File: src/verilog/sensor_defs.svh
// Purpose: offsets, field positions, reset values of the sensor status/config bank
// Assumes: 8-bit register pointer and 8-bit data on the register port
// Notes:   definitions only
`ifndef SENSOR_DEFS_SVH
`define SENSOR_DEFS_SVH
`define SENS_ADDR_STATUS  8'h04
`define SENS_ADDR_CONFIG  8'h05
`define SENS_BURST_BIT    7
`define SENS_UPDATE_BIT   6
`define SENS_RANGE_BIT    4
`define SENS_TYPE_MSB     6
`define SENS_TYPE_LSB     4
`define SENS_COEF_MSB     2
`define SENS_COEF_LSB     0
`define SENS_RESET_VALUE  8'h00
`define SENS_READ_UNMAPPED 8'h00
`endif

File: src/verilog/sensor_pkg.sv
// Purpose: types shared by the sensor status/config bank and its filter
// Assumes: nothing
// Notes:   constants live in sensor_defs.svh
package sensor_pkg;
  typedef enum logic [2:0] {
    TC_K = 3'b000,
    TC_J = 3'b001,
    TC_T = 3'b010,
    TC_N = 3'b011,
    TC_S = 3'b100,
    TC_E = 3'b101,
    TC_B = 3'b110,
    TC_R = 3'b111
  } tc_kind_type;
  typedef enum logic [1:0] {
    F_IDLE = 2'b00,
    F_DIV  = 2'b01,
    F_DONE = 2'b10
  } filt_state_type;
endpackage

File: src/verilog/filter_if.sv
// Purpose: request/answer bundle between the bank and its averaging engine
// Assumes: one clock
// Notes:   start and flush are one-cycle pulses
`timescale 1ns/100ps
interface filter_if #(parameter int W = 16);
  logic                start;
  logic                flush;
  logic signed [W-1:0] sample;
  logic [2:0]          coeff;
  logic                done;
  logic signed [W-1:0] result;
  modport ctrl   (output start, flush, sample, coeff, input done, result);
  modport engine (input start, flush, sample, coeff, output done, result);
endinterface

File: src/verilog/exponential_average_filter.sv
// Purpose: first-order recursive average y = (2x + (2^n-1)y) / (2^n+1)
// Assumes: a new start only after done or flush
// Notes:   serial restoring divider, one quotient bit per cycle, truncates toward zero
`timescale 1ns/100ps
module exponential_average_filter #(
  parameter int W = 16
) (
  input  wire logic clk_sys,
  input  wire logic srst,
  filter_if.engine  fi
);
  localparam int NW      = W + 9;
  localparam int DIV_LAT = NW + 2;

  sensor_pkg::filt_state_type state;
  logic                 have_hist;
  logic signed [W-1:0]  y_prev;
  logic [NW-1:0]        quo;
  logic [7:0]           rem;
  logic [7:0]           den;
  logic [7:0]           den_q;
  logic [5:0]           count;
  logic                 neg;
  logic signed [NW-1:0] num;
  logic [NW-1:0]        mag;
  logic [8:0]           trial;

  always_comb begin
    den   = (8'h01 << fi.coeff) + 8'h01;
    num   = ({{(NW-W){fi.sample[W-1]}}, fi.sample} <<< 1)
          + {{(NW-W){y_prev[W-1]}}, y_prev} * $signed({{(NW-8){1'b0}}, den - 8'h02});
    mag   = num[NW-1] ? -num : num;
    trial = {rem, quo[NW-1]};
  end

  always_ff @(posedge clk_sys) begin
    if (srst || fi.flush) begin
      state     <= sensor_pkg::F_IDLE;
      have_hist <= 1'b0;
      fi.done   <= 1'b0;
      rem       <= 8'h00;
      quo       <= '0;
      count     <= 6'h00;
      neg       <= 1'b0;
      den_q     <= 8'h00;
    end else begin
      fi.done <= 1'b0;
      case (state)
        sensor_pkg::F_IDLE: begin
          if (fi.start) begin
            have_hist <= 1'b1;
            if (fi.coeff == 3'h0 || !have_hist) begin
              fi.done <= 1'b1;
            end else begin
              quo   <= mag;
              neg   <= num[NW-1];
              rem   <= 8'h00;
              den_q <= den;
              count <= 6'(NW - 1);
              state <= sensor_pkg::F_DIV;
            end
          end
        end
        sensor_pkg::F_DIV: begin
          if (trial >= {1'b0, den_q}) begin
            rem <= 8'(trial - {1'b0, den_q});
            quo <= {quo[NW-2:0], 1'b1};
          end else begin
            rem <= trial[7:0];
            quo <= {quo[NW-2:0], 1'b0};
          end
          if (count == 6'h00) begin
            state <= sensor_pkg::F_DONE;
          end else begin
            count <= count - 6'h01;
          end
        end
        sensor_pkg::F_DONE: begin
          fi.done <= 1'b1;
          state   <= sensor_pkg::F_IDLE;
        end
        default: state <= sensor_pkg::F_IDLE;
      endcase
    end
  end

  // history survives a flush only in y_prev; have_hist decides whether it is used
  always_ff @(posedge clk_sys) begin
    if (srst) begin
      fi.result <= '0;
      y_prev    <= '0;
    end else if (!fi.flush && state == sensor_pkg::F_IDLE && fi.start
                 && (fi.coeff == 3'h0 || !have_hist)) begin
      fi.result <= fi.sample;
      y_prev    <= fi.sample;
    end else if (!fi.flush && state == sensor_pkg::F_DONE) begin
      fi.result <= neg ? -quo[W-1:0] : quo[W-1:0];
      y_prev    <= neg ? -quo[W-1:0] : quo[W-1:0];
    end
  end
endmodule

File: src/verilog/sensor_status_and_filter_config.sv
// Purpose: status flags, thermocouple type select and averaging filter control
// Assumes: register port and conversion strobes synchronous to clk_sys
// Notes:   read data is registered, one cycle behind the pointer
`timescale 1ns/100ps
`include "sensor_defs.svh"
module sensor_status_and_filter_config #(
  parameter int W = 16
) (
  input  wire logic                    clk_sys,
  input  wire logic                    srst,
  input  wire logic [7:0]              reg_addr,
  input  wire logic                    reg_wr,
  input  wire logic [7:0]              reg_wdata,
  output logic [7:0]                   reg_rdata,
  input  wire logic                    conv_valid,
  input  wire logic signed [W-1:0]     raw_hot,
  input  wire logic signed [W-1:0]     comp_hot,
  input  wire logic signed [W-1:0]     cold_in,
  input  wire logic                    thermocouple_input_voltage_over,
  input  wire logic                    hot_over_range,
  input  wire logic                    burst_done,
  input  wire logic [3:0][W-1:0]       alert_limit,
  input  wire logic [3:0]              alert_src_cold,
  output logic signed [W-1:0]          delta_temp,
  output logic signed [W-1:0]          hot_temp,
  output logic signed [W-1:0]          cold_temp,
  output sensor_pkg::tc_kind_type      tc_type,
  output logic [7:0]                   coeff_sel,
  output logic [2:0]                   filter_coeff
);
  filter_if #(.W(W)) fi ();

  logic       burst_flag;
  logic       update_flag;
  logic       range_flag;
  logic [3:0] alert_status;
  logic       filt_busy;
  logic       range_now;
  logic       wr_status;
  logic       wr_config;
  logic       accept;
  logic [3:0] next_alert;
  logic signed [W-1:0] hot_src;

  always_comb begin
    wr_status = reg_wr && reg_addr == `SENS_ADDR_STATUS;
    wr_config = reg_wr && reg_addr == `SENS_ADDR_CONFIG;
    range_now = thermocouple_input_voltage_over || hot_over_range;
    accept    = conv_valid && !range_now && !filt_busy && !wr_config;
  end

  // filter request: raw sample in, flush on every configuration write
  always_comb begin
    fi.start  = accept;
    fi.sample = raw_hot;
    fi.coeff  = filter_coeff;
    fi.flush  = wr_config;
  end

  exponential_average_filter #(.W(W)) u_filter (
    .clk_sys (clk_sys),
    .srst    (srst),
    .fi      (fi)
  );

  always_ff @(posedge clk_sys) begin
    if (srst || wr_config) begin
      filt_busy <= 1'b0;
    end else if (accept) begin
      filt_busy <= 1'b1;
    end else if (fi.done) begin
      filt_busy <= 1'b0;
    end
  end

  always_ff @(posedge clk_sys) begin
    if (srst) begin
      hot_temp  <= '0;
      cold_temp <= '0;
    end else if (accept) begin
      hot_temp  <= comp_hot;
      cold_temp <= cold_in;
    end
  end

  always_ff @(posedge clk_sys) begin
    if (srst) begin
      delta_temp <= '0;
    end else if (fi.done && !wr_config) begin
      delta_temp <= fi.result;
    end
  end

  // clears are write-zero; a set arriving in the same cycle wins
  always_ff @(posedge clk_sys) begin
    if (srst) begin
      burst_flag  <= 1'b0;
      update_flag <= 1'b0;
    end else begin
      burst_flag  <= burst_done
                  || (burst_flag && !(wr_status && !reg_wdata[`SENS_BURST_BIT]));
      update_flag <= (fi.done && !wr_config)
                  || (update_flag && !(wr_status && !reg_wdata[`SENS_UPDATE_BIT]));
    end
  end

  always_ff @(posedge clk_sys) begin
    if (srst) begin
      range_flag <= 1'b0;
    end else begin
      range_flag <= range_now;
    end
  end

  // filtered data feeds the hot-junction alert source when filtering is on
  always_comb begin
    hot_src = (filter_coeff != 3'h0) ? delta_temp : hot_temp;
    for (int i = 0; i < 4; i++) begin
      next_alert[i] = $signed(alert_src_cold[i] ? cold_temp : hot_src)
                    > $signed(alert_limit[i]);
    end
  end

  always_ff @(posedge clk_sys) begin
    if (srst) begin
      alert_status <= 4'h0;
    end else begin
      alert_status <= next_alert;
    end
  end

  always_ff @(posedge clk_sys) begin
    if (srst) begin
      tc_type      <= sensor_pkg::TC_K;
      filter_coeff <= 3'h0;
    end else if (wr_config) begin
      tc_type      <= sensor_pkg::tc_kind_type'(reg_wdata[`SENS_TYPE_MSB:`SENS_TYPE_LSB]);
      filter_coeff <= reg_wdata[`SENS_COEF_MSB:`SENS_COEF_LSB];
    end
  end

  // one-hot pick of the correction table; lags tc_type by a cycle
  always_ff @(posedge clk_sys) begin
    if (srst) begin
      coeff_sel <= 8'h01;
    end else begin
      coeff_sel <= 8'h01 << tc_type;
    end
  end

  always_ff @(posedge clk_sys) begin
    if (srst) begin
      reg_rdata <= `SENS_RESET_VALUE;
    end else begin
      case (reg_addr)
        `SENS_ADDR_STATUS: reg_rdata <= {burst_flag, update_flag, 1'b0, range_flag, alert_status};
        `SENS_ADDR_CONFIG: reg_rdata <= {1'b0, tc_type, 1'b0, filter_coeff};
        default:           reg_rdata <= `SENS_READ_UNMAPPED;
      endcase
    end
  end
endmodule

File: config.mk
export PLATFORM = sky130hd
export DESIGN_NAME = sensor_status_and_filter_config
export DESIGN_NICKNAME = d
export VERILOG_FILES = /design/src/verilog/sensor_pkg.sv /design/src/verilog/filter_if.sv /design/src/verilog/exponential_average_filter.sv /design/src/verilog/sensor_status_and_filter_config.sv
export VERILOG_INCLUDE_DIRS = /design/src /design/src/verilog
export SDC_FILE = /design/constraint.sdc
export NUM_CORES = 1
export LEC_CHECK = 0
export ABC_AREA = 1
export CORE_UTILIZATION = 24
export DETAILED_ROUTE_END_ITERATION = 8
export DONT_BUFFER_PORTS = 1
export GPL_TIMING_DRIVEN = 0
export PLACE_DENSITY = 0.46
export SLEW_MARGIN = 40
export SYNTH_ARGS = -nofsm -noshare
export SYNTH_HDL_FRONTEND = slang
export SYNTH_SLANG_ARGS = --single-unit
File: constraint.sdc
create_clock -name clk_sys -period 6.8 [get_ports clk_sys]
set_input_delay 0.34 -clock clk_sys [delete_from_list [all_inputs] [get_ports clk_sys]]
set_output_delay 0.34 -clock clk_sys [all_outputs]
set_load 0.05 [all_outputs]
Word-level counts from Yosys, hierarchy flattened. Index checks and enable logic that the tools add are counted. W data, S select, Z words.

Flip-flop bits (word level): 146. Output and inout port bits: 70.

$lt $le $gt $ge: 5. Bitwise logic cells: 1. Shifts and indexed selects: 2. Multiply operators: 1. Reductions and logical operators: 39. Mux-type cells: 31. Add/sub/neg operators: 7. Equal/unequal tests: 8.

Operators with widths (count): $mux W16 (8); $mux W25 (3); $gt A16 B16 Y1 (4); $pmux W25 S2 (1); $pmux W8 S2 (2); $add A25 B25 Y25 (1); $mul A16 B9 Y25 (1); $neg A25 Y25 (1); $mux W8 (3); $mux W6 (3); $eq A8 B3 Y1 const B (2); $neg A16 Y16 (1); $shl A1 B3 Y8 const A (2); $logic_and A1 B1 Y1 (14); $pmux W6 S2 (1); $ge A9 B8 Y1 (1); $reduce_and A3 Y1 (3); $add A8 B1 Y8 const B (1); $logic_not A1 Y1 (8); $sub A8 B2 Y8 const B (1); $sub A8 B8 Y8 (1); $logic_not A6 Y1 (1); $mux W2 (3); $reduce_bool A2 Y1 (3); 15 further kinds (25).

Depth between registers and ports, before layout.
Depth after elaboration: 10. Mapped depth: 45. Mapped depth without buffers: 44.

By module. Synthesis repeated with hierarchy kept, for this count alone.

Cells, all modules: 2216. Area total of the unflattened synthesis: 15147.0 sq um.

By module, submodules not included: exponential_average_filter (sequential area each 1361.3 sq um, area an instance 9935.8 sq um, cells each 1438, times used 1); sensor_status_and_filter_config (sequential area each 1561.5 sq um, area an instance 5211.2 sq um, cells each 778, times used 1).

Worst setup path after synthesis. Ideal clock, no wire load.

Path kind: register -> register. From: register filter_coeff[2]. To: register u_filter.quo[17]. Arrival time: 7288 ps. Cell stages (with the launch flop): 40. Slack: -621 ps. Cell sequence: dfxtp_1 > clkbuf_1 > nor3_1 > ha_1 > clkinv_1 > clkbuf_1 > ha_1 > nand3_1 > o21ai_0 > inv_1 > clkbuf_1 > nor2_1 > fa_1 > inv_1 > fa_1 > inv_1 > fa_1 > inv_1 > [4 not listed] > nand2_1 > nor2_2 > inv_2 > nor2_2 > nand3_1 > nand3_1 > nand2_1 > nand2_1 > nand2_2 > nand2_2 > nand2_2 > nand2_4 > inv_2 > buf_6 > nor2_1 > nand2_1 > nand3_1 > a21oi_1.

Longest elaborated chain between the ends: 10.

RTL lines: from (decl) (line sensor_status_and_filter_config.sv:29) `output logic [2:0] filter_coeff`; from (signal assigned) (line sensor_status_and_filter_config.sv:138) `` filter_coeff <= reg_wdata[`SENS_COEF_MSB:`SENS_COEF_LSB]; ``; $shl A1 B3 Y8 (*) (line exponential_average_filter.sv:29) `den = (8'h01 << fi.coeff) + 8'h01;`; $add A8 B1 Y8 (*) (line exponential_average_filter.sv:29); net u_filter.den[1] (line exponential_average_filter.sv:20) `logic [7:0] den;`; $sub A8 B2 Y8 (*) (line exponential_average_filter.sv:31) `+ {{(NW-W){y_prev[W-1]}}, y_prev} * $signed({{(NW-8){1'b0}}, den - 8'h02});`; $mul A16 B9 Y25 (*) (line exponential_average_filter.sv:31); $add A25 B25 Y25 (*) (line exponential_average_filter.sv:31); $neg A25 Y25 (line exponential_average_filter.sv:32) `mag = num[NW-1] ? -num : num;`; $mux W25 (*) (line exponential_average_filter.sv:32); $mux W25 (*) (line exponential_average_filter.sv:52) `if (fi.coeff == 3'h0 || !have_hist) begin`; $mux W25 (*) (line exponential_average_filter.sv:50) `if (fi.start) begin`; $pmux W25 S2 (*) (line exponential_average_filter.sv:48) `case (state)`; to (signal assigned) (line exponential_average_filter.sv:55) `quo <= mag;`; to (signal assigned) (line exponential_average_filter.sv:67) `quo <= {quo[NW-2:0], 1'b1};`; to (signal assigned) (line exponential_average_filter.sv:70) `quo <= {quo[NW-2:0], 1'b0};`; to (decl) (line exponential_average_filter.sv:18) `logic [NW-1:0] quo;`.

The timed path passes the listed nets; every way through them passes the cells marked *. The select of a mux whose other input is x is not followed. A chain may end at the register's enable or synchronous reset.

Worst setup path in the final report.
From: register filter_coeff[2]. To: register u_filter.quo[1].

Longest elaborated chain between the ends: 10.

RTL lines (line): $shl A1 B3 Y8 (exponential_average_filter.sv:29); $add A8 B1 Y8 (exponential_average_filter.sv:29); $sub A8 B2 Y8 (exponential_average_filter.sv:31); $mul A16 B9 Y25 (exponential_average_filter.sv:31); $add A25 B25 Y25 (exponential_average_filter.sv:31); $neg A25 Y25 (exponential_average_filter.sv:32); $mux W25 (exponential_average_filter.sv:32); $mux W25 (exponential_average_filter.sv:52); $mux W25 (exponential_average_filter.sv:50); $pmux W25 S2 (exponential_average_filter.sv:48).

Several ways; a longest one is shown, not always the timed one. The select of a mux whose other input is x is not followed.

==> impl_metrics.csv <==
group,metric,value,unit
status,run_status,"finished with violations",
status,violated_checks,"setup timing",
critical_path,cp_max_fo,8,
grt,grt_pass1_vias,14410,
floorplan,die_w,251.9,um
timing,layout_min_cycle_time,7169,ps
clock_tree,cts-root-to-sink-buffers,2,
drt,drt_pre_antenna_iters,7,
power,total_chip_power,2325,uW
critical_path,timing.setup.critical_path_class,"flop to flop",
place,number_of_placed_instances_with_taps_included,2970,
place,place_worst_setup_slack,-1987,ps
clock_tree,cts_tree,"yes",
place,port_buffers,0,
critical_path,crit_start,"filter_coeff[2]",
critical_path,r2r_start,"filter_coeff[2]",
floorplan,num_rows,91,
drt,avgRoutedWirePerCell,18.28,um
timing,hold_ws,31.99,ps
synth,synth_cell_type_count,52,
floorplan,die_area,0.06347,mm2
critical_path,cp_num_buf_inv,9,
drt,first_iter_violations,726,
grt,grt_first_pass_wirelength,85.29,mm
synth,synth_enable_flop_cells,0,
synth,postSynthCellCount,2133,
power,sequential_group_share_of_total_power,0.412,
job,drv_cap,0,
drt,drt-vias-per-instance,4.612,
place,place.gp.congestion,0.8849,
timing,drv_slew,0,
timing,transition_time_at_the_pin_with_the_least_slew_margin,872.4,ps
synth,synthArstFlopShare,0,
drt,drcViolationCount,0,
timing,finalSetupTns,-6091,ps
timing,achievable-frequency,0.1395,GHz
power,max_rail_drop_vdd,0.0001324,V
worst_hold_path,hp-class,"input port to flop",
synth,number_of_register_bits_inferred_by_synthesis,146,
drt,route.antenna.remaining_nets,0,
critical_path,worst-endpoint-arrival,7570,ps
timing,unrepaired_setup_endpoints_after_global_routing,"true",
power,net-switching-power,813.7,uW
grt,initial_antenna_violation_count,2,
power,p_sw_frac,0.3500,
critical_path,critPathSlowestCell,"sky130_fd_sc_hd__fa_1",
final_layout,layout-area-overhead-vs-synth,22.78,%
power,pwr-share-clk,0.420,
final_layout,post_route_cells_drive_above_1_share,0.1786,
drt,wl,56.15,mm
timing,worst_case_setup_margin_in_the_final_layout,-369.1,ps
place,post-dp-hpwl,46.42,mm
critical_path,worstPathRequired,7200,ps
synth,avgSynthCellArea,7.029,um2
floorplan,floorplan.initialDensity,0.2429,
power,leakagePower,0.008492,uW
floorplan,die_y,251.9,um
critical_path,critical-path-max-stage-delay,590,ps
worst_hold_path,min-delay-start,"thermocouple_input_voltage_over",
synth,synth.cell_area,0.01499,mm2
timing,layout_worst_path_cycle_share,1.054,
synth,synth_flop_cell,"sky130_fd_sc_hd__dfxtp_1",
clock_tree,clock_tree_root_buffer_cell,"sky130_fd_sc_hd__clkbuf_16",
final_layout,final_cell_count_no_fill,3072,
critical_path,startpoint_type,"flop",
floorplan,io-pin-count,209,
critical_path,kind_of_cell_adding_the_most_delay_to_the_critical_path,"adder cells",
clock_tree,clk-insertion-delay-late,460,ps
synth,yosysSeqAreaShare,0.1950,
timing,clock-skew-final,15.96,ps
final_layout,fin_nets,2617,
floorplan,floorplan.core_area,0.06171,mm2
critical_path,setup.worst_path.end_class,"flop",
clock_tree,h_tree_levels,4,
timing,final-hold-violation-count,0,
grt,gr-total-overflow,0,
clock_tree,worst_setup_hold_path_clk_slew,70,ps
timing,slew_headroom,0.4176,
drt,detailroute.via_count,14170,
synth,synth.net_count,2529,
critical_path,critPathMostFrequentCell,"sky130_fd_sc_hd__nand2_4",
clock_tree,clock_sinks,146,
synth,ys_warn_count,0,
power,p_int,1511,uW
power,power_density,126.3,mW/mm2
grt,grt_start_max_net_pins,19,
final_layout,n_fill_cell,6759,
timing,report.final.setup_viol,25,
power,combPwrFrac,0.169,
grt,gr-usage-all-layers,0.1782,
clock_tree,cts_inserted_buffers,17,
[cell families (layout without fill, tap and decap cells)]
kind of cell	count (synthesis)	count (layout)	share of synthesized area
muxes	15	15	0.01001
other	0	1	0
and+or+nand+nor	806	806	0.2303
xor gates and xnor gates	33	33	0.01928
buffers and inverters	493	594	0.1269
AOI/OAI and AO/OA	383	383	0.1425
adders and majority gates	257	257	0.2761
DFF	146	146	0.1950
[routing by layer]
layer	vias to the layer above	GRT usage	part of all wire
met2	427	0.3014	0.47
met3	71	0.03477	0.062
met4	2	0.06823	0.033
met1	6740	0.2223	0.43
met5	-	0	0.00023
li1	6927	-	-
[sequential cells by signal, summed over array words and instances, names as in the netlist, 4 cells and up]
| signal | flops |
|---|---|
| u_filter.rem | 8 |
| reg_rdata | 8 |
| delta_temp | 16 |
| u_filter.quo | 25 |
| cold_temp | 16 |
| alert_status | 4 |
| u_filter.fi.result | 16 |
| coeff_sel | 8 |
| u_filter.count | 6 |
| u_filter.den_q | 8 |
| hot_temp | 16 |
[through the flow]
step | instance area (um2) | utilization
3_3_place_gp | 16080 | 0.2606
2_1_floorplan | 15040 | -
4_1_cts | 18050 | 0.2925
5_1_grt | 18400 | 0.2982
3_5_place_dp | 16090 | 0.2607
6_report | 18410 | 0.2983
[path summary, 6_finish.rpt]
check | end | slack [ps] | cells after the start
max reg2reg | u_filter.quo[1] | -370 | 37
min reg2reg | reg_rdata[3] | 430 | 2
max | u_filter.quo[1] | -370 | 37
min | range_flag | 30 | 2
[repair_timing]
action,CTS,global route
resized for setup,231,67
pin swaps,136,43
setup endpoints to repair,25,25
cloned,3,0
hold buffers,1,0
endpoints found under the hold margin,1,0
setup buffers,51,14
[final cells by class]
class	instances	area, um2	share of cell area
diodes	1	2.502	0.0001360
plain buffers	65	399.1	0.02168
clock buffers	17	425.4	0.02311
clock inverters	15	176.4	0.009585
inverters	428	1638	0.08898
multi-input cells	1494	11160	0.6062
flip-flops and latches	146	2935	0.1595
well taps	837	1047	0.05690
repair buffers	69	624.3	0.03392
[cells in the mapped netlist, drive strengths merged, types with 2 or more instances]
cell type	number	share of area
nand4	23	0.0096
nor2	238	0.064
nand3	63	0.023
or2	2	0.00083
o211ai	26	0.013
a31oi	3	0.0013
mux2i	15	0.010
xnor2	13	0.0076
nand2	438	0.12
buf	17	0.0075
a211oi	4	0.0020
nor4	2	0.00083
o22ai	9	0.0038
ha	134	0.11
a21oi	126	0.043
and3	3	0.0013
or4	3	0.0015
xor2	20	0.012
o221ai	4	0.0023
nand3b	7	0.0035
o31ai	2	0.0010
clkbuf	48	0.012
nor3	25	0.0094
o21ai	180	0.061
fa	123	0.16
inv	425	0.11
a22oi	20	0.010
a21o	2	0.0010
clkinv	3	0.00075
o21a	3	0.0015
dfxtp	146	0.19
[power by group through the flow]
stage / clock network (uW) / logic [uW] / registers (uW)
after floorplan: 0 / 225 / 957
after global placement: 0 / 321 / 977
after detailed placement: 0 / 328 / 977
after CTS: 999 / 379 / 957
after global routing: 1030 / 437 / 959
final: 976 / 392 / 957
[cells in the final DEF (no fill, tap or decap), types with 23 or more instances in the layout]
cell,n
sky130_fd_sc_hd__nor2_1,190
sky130_fd_sc_hd__nand3_1,38
sky130_fd_sc_hd__buf_4,60
sky130_fd_sc_hd__inv_1,375
sky130_fd_sc_hd__ha_1,111
sky130_fd_sc_hd__inv_2,42
sky130_fd_sc_hd__nand2_1,361
sky130_fd_sc_hd__a21oi_1,107
sky130_fd_sc_hd__fa_1,116
sky130_fd_sc_hd__dfxtp_1,142
sky130_fd_sc_hd__nor2_2,25
sky130_fd_sc_hd__clkbuf_1,39
sky130_fd_sc_hd__nand3_2,24
sky130_fd_sc_hd__nand4_1,23
sky130_fd_sc_hd__o211ai_1,26
sky130_fd_sc_hd__nor2_4,23
sky130_fd_sc_hd__o21ai_0,160
sky130_fd_sc_hd__nand2_2,54
Power figures use the tool's default switching activity.
